[src/core/isq_pkg.sv]
// Constants, types and register map of the two-wire bus controller
package isq_pkg;
	// Register indices; byte address is four times the index
	localparam logic [9:0] CTL_IDX  = 10'h0c0;
	localparam logic [9:0] STAT_IDX = 10'h0bd;
	localparam logic [9:0] DATA_IDX = 10'h0c4;
	localparam logic [9:0] RATE_IDX = 10'h0c8;
	localparam logic [9:0] IST_IDX  = 10'h0cc;
	localparam logic [9:0] IMSK_IDX = 10'h0ce;
	localparam int EN_BIT  = 6;
	localparam int STA_BIT = 5;
	localparam int STO_BIT = 4;
	localparam int SI_BIT  = 3;
	localparam int AA_BIT  = 2;
	localparam int PX_BIT  = 0;
	localparam logic [7:0] CTL_RESET  = 8'h00;
	localparam logic [7:0] RATE_RESET = 8'h10;
	// Interrupt status bits
	localparam int IRQ_SI   = 0;
	localparam int IRQ_ARB  = 1;
	localparam int IRQ_ERR  = 2;
	localparam int IRQ_STOP = 3;
	// State codes
	localparam logic [7:0] ST_IDLE   = 8'hf8;
	localparam logic [7:0] ST_BERR   = 8'h00;
	localparam logic [7:0] ST_START  = 8'h08;
	localparam logic [7:0] ST_RSTART = 8'h10;
	localparam logic [7:0] ST_AW_ACK = 8'h18;
	localparam logic [7:0] ST_AW_NAK = 8'h20;
	localparam logic [7:0] ST_TX_ACK = 8'h28;
	localparam logic [7:0] ST_TX_NAK = 8'h30;
	localparam logic [7:0] ST_ARB    = 8'h38;
	localparam logic [7:0] ST_AR_ACK = 8'h40;
	localparam logic [7:0] ST_AR_NAK = 8'h48;
	localparam logic [7:0] ST_RX_ACK = 8'h50;
	localparam logic [7:0] ST_RX_NAK = 8'h58;

	typedef enum logic [4:0] {
		S_IDLE  = 5'b00001,
		S_START = 5'b00010,
		S_WAIT  = 5'b00100,
		S_BIT   = 5'b01000,
		S_STOP  = 5'b10000
	} isq_state_e;

	typedef struct packed {
		isq_state_e state;
		logic [1:0] q;
		logic [3:0] bitn;
		logic [7:0] shift;
		logic       master;
		logic       rx;
		logic       restart;
		logic       bytes;
		logic       ackn;
		logic [7:0] status;
		logic       scl_drv;
		logic       sda_drv;
		logic       busy;
		logic [7:0] div;
	} isq_core_s;
endpackage

[src/core/isq_ctrl.sv]
// Two-wire bus controller with APB register access
`timescale 1ns/1ps
`default_nettype none
module isq_ctrl (
	input  wire logic        clk_i,
	input  wire logic        reset_n_i,
	input  wire logic [11:0] paddr_i,
	input  wire logic        psel_i,
	input  wire logic        penable_i,
	input  wire logic        pwrite_i,
	input  wire logic [31:0] pwdata_i,
	output logic             pready_o,
	output logic      [31:0] prdata_o,
	output logic             pslverr_o,
	input  wire logic  [1:0] scl_pin_i,
	input  wire logic  [1:0] sda_pin_i,
	output logic       [1:0] scl_o,
	output logic       [1:0] sda_o,
	output logic       [1:0] scl_oe_o,
	output logic       [1:0] sda_oe_o,
	output logic             irq_o
);
	////////////////////////////////////////////////////////////////////////
	function automatic logic hit(input logic [11:0] a, input logic [9:0] idx);
		hit = (a == {idx, 2'b00});
	endfunction

	////////////////////////////////////////////////////////////////////////
	// Pin synchronisers, both pairs always sampled
	logic [3:0] sync1_reg, sync1_next, sync2_reg, sync2_next;
	logic [1:0] prev_reg, prev_next;
	logic       sclv, sdav;
	logic [7:0] ctl_reg, ctl_next;

	always_comb begin
		sync1_next = {sda_pin_i, scl_pin_i};
		sync2_next = sync1_reg;
		sclv       = sync2_reg[{1'b0, ctl_reg[isq_pkg::PX_BIT]}];
		sdav       = sync2_reg[{1'b1, ctl_reg[isq_pkg::PX_BIT]}];
		prev_next  = {sdav, sclv};
	end

	always_ff @(posedge clk_i or negedge reset_n_i) begin
		if (!reset_n_i) begin
			sync1_reg <= 4'hf;
			sync2_reg <= 4'hf;
			prev_reg  <= 2'h3;
		end else begin
			sync1_reg <= sync1_next;
			sync2_reg <= sync2_next;
			prev_reg  <= prev_next;
		end
	end

	////////////////////////////////////////////////////////////////////////
	// Engine and register file
	isq_pkg::isq_core_s core_reg, core_next;
	logic [7:0]  data_reg, data_next, rate_reg, rate_next;
	logic [3:0]  ist_reg, ist_next, imsk_reg, imsk_next;
	logic        pready_next, pslverr_next, irq_next;
	logic [31:0] prdata_next;
	logic [1:0]  scl_oe_next, sda_oe_next;
	logic        en, start_det, stop_det, tick, adv, enter, wr, rd_cap;
	logic        ev_arb, ev_err;
	logic [7:0]  code;

	always_comb begin
		core_next    = core_reg;
		ctl_next     = ctl_reg;
		data_next    = data_reg;
		rate_next    = rate_reg;
		ist_next     = ist_reg;
		imsk_next    = imsk_reg;
		prdata_next  = prdata_o;
		pslverr_next = pslverr_o;
		enter        = 1'b0;
		code         = isq_pkg::ST_IDLE;
		ev_arb       = 1'b0;
		ev_err       = 1'b0;
		en           = ctl_reg[isq_pkg::EN_BIT];
		start_det    = prev_reg[1] & !sdav & sclv & prev_reg[0];
		stop_det     = !prev_reg[1] & sdav & sclv & prev_reg[0];
		tick         = (core_reg.div == rate_reg);
		// Clock stretching: a released line still low stalls the phase
		adv          = tick & (core_reg.scl_drv | sclv);
		core_next.div = tick ? 8'h00 : core_reg.div + 8'h01;

		if (start_det)
			core_next.busy = 1'b1;
		if (stop_det) begin
			core_next.busy = 1'b0;
			ctl_next[isq_pkg::STO_BIT] = 1'b0;
		end

		case (core_reg.state)
		isq_pkg::S_IDLE: begin
			core_next.scl_drv = 1'b0;
			core_next.sda_drv = 1'b0;
			// Busy bus holds the request until the stop is seen
			if (adv && ctl_reg[isq_pkg::STA_BIT] && !ctl_reg[isq_pkg::SI_BIT]
			    && !core_reg.busy) begin
				core_next.state   = isq_pkg::S_START;
				core_next.q       = 2'd0;
				core_next.restart = 1'b0;
				core_next.bytes   = 1'b0;
			end
		end
		isq_pkg::S_START: if (adv) begin
			core_next.q = core_reg.q + 2'd1;
			case (core_reg.q)
			2'd0: core_next.sda_drv = 1'b0;
			2'd1: core_next.scl_drv = 1'b0;
			2'd2: core_next.sda_drv = 1'b1;
			default: begin
				core_next.scl_drv = 1'b1;
				enter = 1'b1;
				code  = core_reg.bytes ? isq_pkg::ST_RSTART : isq_pkg::ST_START;
				core_next.master = 1'b1;
				core_next.bytes  = 1'b0;
				core_next.rx     = 1'b0;
				core_next.state  = isq_pkg::S_WAIT;
			end
			endcase
		end
		isq_pkg::S_WAIT: begin
			core_next.scl_drv = core_reg.master;
			if (adv && !ctl_reg[isq_pkg::SI_BIT]) begin
				core_next.q = 2'd0;
				if (!core_reg.master)
					core_next.state = isq_pkg::S_IDLE;
				else if (ctl_reg[isq_pkg::STO_BIT]) begin
					core_next.state   = isq_pkg::S_STOP;
					core_next.restart = ctl_reg[isq_pkg::STA_BIT];
				end else if (ctl_reg[isq_pkg::STA_BIT]) begin
					core_next.state = isq_pkg::S_START;
					core_next.bytes = core_reg.bytes;
				end else begin
					core_next.state = isq_pkg::S_BIT;
					core_next.bitn  = 4'd0;
					core_next.shift = core_reg.rx ? 8'hff : data_reg;
				end
			end
		end
		isq_pkg::S_BIT: if (adv) begin
			core_next.q = core_reg.q + 2'd1;
			case (core_reg.q)
			2'd0: core_next.sda_drv = core_reg.bitn[3] ?
				(core_reg.rx & ctl_reg[isq_pkg::AA_BIT]) :
				(!core_reg.rx & !core_reg.shift[7]);
			2'd1: core_next.scl_drv = 1'b0;
			2'd2: begin
				if (core_reg.bitn[3])
					core_next.ackn = sdav;
				else begin
					core_next.shift = {core_reg.shift[6:0], sdav};
					// Lost arbitration: sent high, read low
					if (!core_reg.rx && !core_reg.sda_drv && !sdav) begin
						core_next.master  = 1'b0;
						core_next.sda_drv = 1'b0;
						core_next.state   = isq_pkg::S_WAIT;
						enter  = 1'b1;
						code   = isq_pkg::ST_ARB;
						ev_arb = 1'b1;
					end
				end
			end
			default: begin
				core_next.scl_drv = 1'b1;
				core_next.bitn    = core_reg.bitn + 4'd1;
				if (core_reg.bitn[3]) begin
					core_next.sda_drv = 1'b0;
					core_next.state   = isq_pkg::S_WAIT;
					core_next.bytes   = 1'b1;
					enter = 1'b1;
					if (!core_reg.bytes) begin
						core_next.rx = data_reg[0] & !core_reg.ackn;
						if (data_reg[0])
							code = core_reg.ackn ? isq_pkg::ST_AR_NAK : isq_pkg::ST_AR_ACK;
						else
							code = core_reg.ackn ? isq_pkg::ST_AW_NAK : isq_pkg::ST_AW_ACK;
					end else if (core_reg.rx) begin
						data_next = core_reg.shift;
						code = ctl_reg[isq_pkg::AA_BIT] ? isq_pkg::ST_RX_ACK : isq_pkg::ST_RX_NAK;
					end else
						code = core_reg.ackn ? isq_pkg::ST_TX_NAK : isq_pkg::ST_TX_ACK;
				end
			end
			endcase
		end
		isq_pkg::S_STOP: if (adv) begin
			core_next.q = core_reg.q + 2'd1;
			case (core_reg.q)
			2'd0: core_next.sda_drv = 1'b1;
			2'd1: core_next.scl_drv = 1'b0;
			2'd2: core_next.sda_drv = 1'b0;
			default: begin
				core_next.master = 1'b0;
				core_next.status = isq_pkg::ST_IDLE;
				core_next.bytes  = 1'b0;
				core_next.state  = core_reg.restart ? isq_pkg::S_START : isq_pkg::S_IDLE;
			end
			endcase
		end
		default: core_next.state = isq_pkg::S_IDLE;
		endcase

		// Foreign start or stop in mid-byte is a bus error
		if ((start_det || stop_det) && core_reg.state == isq_pkg::S_BIT) begin
			core_next.master  = 1'b0;
			core_next.scl_drv = 1'b0;
			core_next.sda_drv = 1'b0;
			core_next.state   = isq_pkg::S_WAIT;
			enter  = 1'b1;
			code   = isq_pkg::ST_BERR;
			ev_err = 1'b1;
		end
		if (core_reg.status == isq_pkg::ST_BERR && ctl_reg[isq_pkg::STO_BIT]) begin
			ctl_next[isq_pkg::STO_BIT] = 1'b0;
			core_next.status = isq_pkg::ST_IDLE;
			core_next.state  = isq_pkg::S_IDLE;
		end

		// APB: access phase takes two cycles, data registered
		wr     = psel_i & penable_i & pready_o & pwrite_i;
		rd_cap = psel_i & penable_i & !pready_o;
		pready_next = rd_cap;
		if (rd_cap) begin
			pslverr_next = 1'b0;
			prdata_next  = 32'h0000_0000;
			if (hit(paddr_i, isq_pkg::CTL_IDX))
				prdata_next[7:0] = {1'b0, ctl_reg[6:2], 1'b0, ctl_reg[0]};
			else if (hit(paddr_i, isq_pkg::STAT_IDX))
				prdata_next[7:0] = {core_reg.status[7:3], 3'b000};
			else if (hit(paddr_i, isq_pkg::DATA_IDX))
				prdata_next[7:0] = data_reg;
			else if (hit(paddr_i, isq_pkg::RATE_IDX))
				prdata_next[7:0] = rate_reg;
			else if (hit(paddr_i, isq_pkg::IST_IDX))
				prdata_next[3:0] = ist_reg;
			else if (hit(paddr_i, isq_pkg::IMSK_IDX))
				prdata_next[3:0] = imsk_reg;
			else
				pslverr_next = 1'b1;
		end
		// W1C on interrupt status first, so a same-cycle event survives
		if (wr && hit(paddr_i, isq_pkg::IST_IDX))
			ist_next = ist_reg & ~pwdata_i[3:0];
		if (wr && hit(paddr_i, isq_pkg::IMSK_IDX))
			imsk_next = pwdata_i[3:0];
		if (wr && hit(paddr_i, isq_pkg::DATA_IDX))
			data_next = pwdata_i[7:0];
		if (wr && hit(paddr_i, isq_pkg::RATE_IDX))
			rate_next = pwdata_i[7:0];
		if (wr && hit(paddr_i, isq_pkg::CTL_IDX)) begin
			ctl_next[isq_pkg::EN_BIT]  = pwdata_i[isq_pkg::EN_BIT];
			ctl_next[isq_pkg::STA_BIT] = pwdata_i[isq_pkg::STA_BIT];
			ctl_next[isq_pkg::STO_BIT] = pwdata_i[isq_pkg::STO_BIT];
			ctl_next[isq_pkg::AA_BIT]  = pwdata_i[isq_pkg::AA_BIT];
			ctl_next[isq_pkg::PX_BIT]  = pwdata_i[isq_pkg::PX_BIT];
			// Software may only clear the flag
			ctl_next[isq_pkg::SI_BIT] = ctl_reg[isq_pkg::SI_BIT] & pwdata_i[isq_pkg::SI_BIT];
		end
		if (enter) begin
			core_next.status = code;
			if (code != isq_pkg::ST_IDLE) begin
				ctl_next[isq_pkg::SI_BIT] = 1'b1;
				ist_next[isq_pkg::IRQ_SI] = 1'b1;
			end
		end
		if (ev_arb)
			ist_next[isq_pkg::IRQ_ARB] = 1'b1;
		if (ev_err)
			ist_next[isq_pkg::IRQ_ERR] = 1'b1;
		if (stop_det && en)
			ist_next[isq_pkg::IRQ_STOP] = 1'b1;

		// Disabled: engine parked, lines released, bus ignored
		if (!en) begin
			core_next = '0;
			core_next.state  = isq_pkg::S_IDLE;
			core_next.status = isq_pkg::ST_IDLE;
			if (!(wr && hit(paddr_i, isq_pkg::CTL_IDX)))
				ctl_next[isq_pkg::STO_BIT] = ctl_reg[isq_pkg::STO_BIT];
		end
		irq_next    = |(ist_next & imsk_next);
		scl_oe_next = ctl_next[isq_pkg::PX_BIT] ? {core_next.scl_drv, 1'b0} : {1'b0, core_next.scl_drv};
		sda_oe_next = ctl_next[isq_pkg::PX_BIT] ? {core_next.sda_drv, 1'b0} : {1'b0, core_next.sda_drv};
	end

	always_ff @(posedge clk_i or negedge reset_n_i) begin
		if (!reset_n_i) begin
			core_reg        <= '0;
			core_reg.state  <= isq_pkg::S_IDLE;
			core_reg.status <= isq_pkg::ST_IDLE;
			ctl_reg   <= isq_pkg::CTL_RESET;
			data_reg  <= 8'h00;
			rate_reg  <= isq_pkg::RATE_RESET;
			ist_reg   <= 4'h0;
			imsk_reg  <= 4'h0;
			pready_o  <= 1'b0;
			prdata_o  <= 32'h0000_0000;
			pslverr_o <= 1'b0;
			irq_o     <= 1'b0;
			scl_oe_o  <= 2'h0;
			sda_oe_o  <= 2'h0;
			scl_o     <= 2'h0;
			sda_o     <= 2'h0;
		end else begin
			core_reg  <= core_next;
			ctl_reg   <= ctl_next;
			data_reg  <= data_next;
			rate_reg  <= rate_next;
			ist_reg   <= ist_next;
			imsk_reg  <= imsk_next;
			pready_o  <= pready_next;
			prdata_o  <= prdata_next;
			pslverr_o <= pslverr_next;
			irq_o     <= irq_next;
			scl_oe_o  <= scl_oe_next;
			sda_oe_o  <= sda_oe_next;
			// Open drain: only ever pulls low
			scl_o     <= 2'h0;
			sda_o     <= 2'h0;
		end
	end
endmodule
`default_nettype wire

[config.mk]
export PLATFORM = sky130hd
export DESIGN_NAME = isq_ctrl
export DESIGN_NICKNAME = d
export VERILOG_FILES = /design/src/core/isq_pkg.sv /design/src/core/isq_ctrl.sv
export SDC_FILE = /design/constraint.sdc
export NUM_CORES = 1
export LEC_CHECK = 0
export ABC_AREA = 1
export BUFFER_PORTS_ARGS = -buffer_cell sky130_fd_sc_hd__buf_2
export CORE_ASPECT_RATIO = 0.8
export CORE_MARGIN = 5
export CORE_UTILIZATION = 46
export CTS_CLUSTER_DIAMETER = 30
export DETAILED_ROUTE_END_ITERATION = 6
export PLACE_DENSITY_LB_ADDON = 0.08
export SLEW_MARGIN = 20
export SYNTH_ARGS = -nofsm -noshare
export SYNTH_HDL_FRONTEND = slang
export SYNTH_SLANG_ARGS = --single-unit
export TNS_END_PERCENT = 1
[constraint.sdc]
create_clock -name clk_i -period 2.78 [get_ports clk_i]
set_clock_uncertainty 0.15 [all_clocks]
set_input_delay 0.417 -clock clk_i [delete_from_list [all_inputs] [get_ports clk_i]]
set_output_delay 0.417 -clock clk_i [all_outputs]
set_load 0.01 [all_outputs]
==> results.md <==
* Max FO, Critical Path at 13
* Clock root cell: clkbuf_16
* Drt via density at between 5 and 6
* Initial Util at 0.4755
* Clock slew at reported path FFs at 0.07 ns
* EDFF count, synth at 0
* Largest net degree at the start of global routing at 38
* Sequential fraction of the synthesis area at 0.4087
* Post-Syn Area at slightly below 0.006 sq mm
* Worst skew pair latency at 0.35 ns
* IO Pins at 96
* Hold slack final at 0.2032 ns
* Antenna cells at 0
* Port Buffers at 43
* Overall routing resource usage at 0.2302
* Core area at approximately 0.012 sq mm
* Crit path launch: core_reg[39]$_DFFE_PN0P_
* Synthesis-stage register bit count at 95
* Crit path required time at 2.91 ns
* Htree depth at 3
* Max reg flops at 40
* Chip height at 111.0 microns
* Hold_sp: pwdata_i[4]
* Layout cell share with drive strength beyond 1 at 0.1558
* Crit path to: core_reg[14]$_DFFE_PN1P_
* Lkg Pwr at 3.174 nW
* Least-Margin Pin Slew at 0.5289 ns
* Final setup vio count at 0
* Syn-to-layout area delta at 12.20%
* Final core occ at 0.5335
* Total of warnings raised by yosys at 0
* Most frequent cells in the layout: nand2_1, inv_1, o21ai_0, dfrtp_1, nor2_1
* DRC errors left at 0
* Mapped Cells at 808
* DR iter-0 viols at 535
* GPL Wtd Cong at ~0.90
* Relative slew slack at 0.6465
* R2r worst-path depth at 11
* First-pass GRT wire length at 27270 microns
* Antenna violations before repair at 0
* Reg-to-Reg End: core_reg[14]$_DFFE_PN1P_
* Clock sink total at 95
* Total grt overflow at 0
* Worst hold path type: in -> reg
* Worst Setup Start Kind: flop
* CTS tree: yes
* CP Class: reg -> reg
* Final Cycle Share at 0.8715
* Library cells used by synthesis at 45
* Tmin final at 2.423 ns
* WP data arrival at 2.55 ns
* Mapped Avg Cell Area at 7.263 sq um
* Routed wire length at around 17000 microns
* Worst setup EP type: flop
* Die ar. at 0.01513 sq mm
* Most common cell after layout, fill and taps aside: nand2_1
* Status: finished clean
* Final ANT Viol Nets at 0
* Critical R2R Launch: core_reg[39]$_DFFE_PN0P_
* Vias in the first global route at roughly 5200
* Site row count at 36
* Nets@finish at 930
* Die Span X at ~140 microns
* CTS Buf Count at 9
* Vias post-DR at 5549
* Max Slew Vio Count at 0
* RSZ-0062 raised after global routing: false
* Power Dens Cells at 422.2 mW/mm^2
* Maxcap violations at 0
* Ys async rst share at 1.000
* Setup TNS at 0 ns
* Dpl hpwl at ~13000 microns
* Top FF cell, synth: dfrtp_1
* Max Clk Rate at 412.7 MHz
* Flop2flop setup slack at approximately 0.36 ns
* Wire per inst at approximately 16 microns
* First-pass DRT Iterations at 6
* Hold Fails Final Rpt at 0
* CTS Buffer Depth at 2
* Maximum VDD drop at 0.4288 mV
==> where the power goes <==
group	switching (mW)	internal, mW
clock	0.534	0.681
combinational	0.112	0.0434
sequential	0.00565	1.40
==> how the worst min path moves through the flow <==
stage / slack [ns] / end / depth (start not counted)
floorplan: -0.03 / core_reg[0]$_DFF_PN0_ / 0
global placement: 0.20 / sync2_reg[1]$_DFF_PN1_ / 0
detailed placement: 0.20 / sync2_reg[0]$_DFF_PN1_ / 0
CTS: 0.20 / rate_reg[4]$_DFFE_PN1P_ / 3
global route: 0.21 / sync2_reg[0]$_DFF_PN1_ / 0
finish: 0.20 / rate_reg[4]$_DFFE_PN1P_ / 3
==> layer usage <==
metal	global-route usage	vias up	part of all wire
met3	0.06760	16	0.095
met1	0.3549	2592	0.49
li1	-	2691	-
met4	0.04231	0	0.011
met5	0	-	0
met2	0.3200	250	0.40
==> cells in the mapped netlist, types with 9 or more instances <==
cell        n  area (sq um)
o221ai_1    9         78.83
o21ai_0    78         390.4
nor3_1     15         75.07
dfrtp_1    78          1952
inv_2      14         52.55
nor2_1     69         259.0
nand3_1    52         260.3
inv_1     100         375.4
nand4_1    14         87.58
ha_1        9         112.6
buf_4      28         210.2
nand2_1   215         807.0
a21oi_1    25         125.1
o211ai_1    9         67.56
dfstp_2    17         446.7
==> layout make-up <==
type                    count  area, sq um
clock buffers              12        266.5
clock inverters             4        27.53
fillers                  1243         5758
inverters                 117        440.4
multi-input cells         583         2864
flip-flops and latches     95         2399
well taps                 171        214.0
repair buffers             62        372.9
==> worst max-delay path, cell delays in order, from the launching register on <==
cell     delay [ns]
dfrtp_1        0.42
nor2_2         0.17
nand3_2        0.33
inv_2          0.33
nand3_1        0.16
a21oi_1        0.16
nand3_1        0.11
nand2_1        0.12
nor2_1         0.06
nand2_1        0.14
nor2_1         0.06
a21oi_1        0.12
==> what timing repair did <==
item / 4_1_cts / 5_1_grt
resized for setup: 0 / 0
setup buffers: 0 / 0
hold endpoints to repair: 32 / 0
hold buffers: 5 / 0
==> logic make-up (layout without fill, tap and decap cells) <==
kind of cell,Yosys count,count (layout),synth area share
buffers and inverters,157,195,0.1205
AOI/OAI and AO/OA,145,145,0.1439
DFF,95,95,0.4087
xor gates and xnor gates,6,6,0.008955
adders and majority gates,9,9,0.01919
other,1,28,0.0006390
and+or+nand+nor,395,395,0.2981
==> through the flow <==
step                      instances  power (mW)  setup WS [ns]  cell area, sq um
after floorplan                 835       1.530         0.7992              5969
after global placement         1023       1.582         0.3784              6240
after detailed placement       1023       1.584         0.3690              6240
after CTS                      1044       2.809         0.3903              6584
after global routing           1044       2.895         0.1474              6584
final                          1044       2.780         0.3572              6584
(Power assumes the default switching activity.)
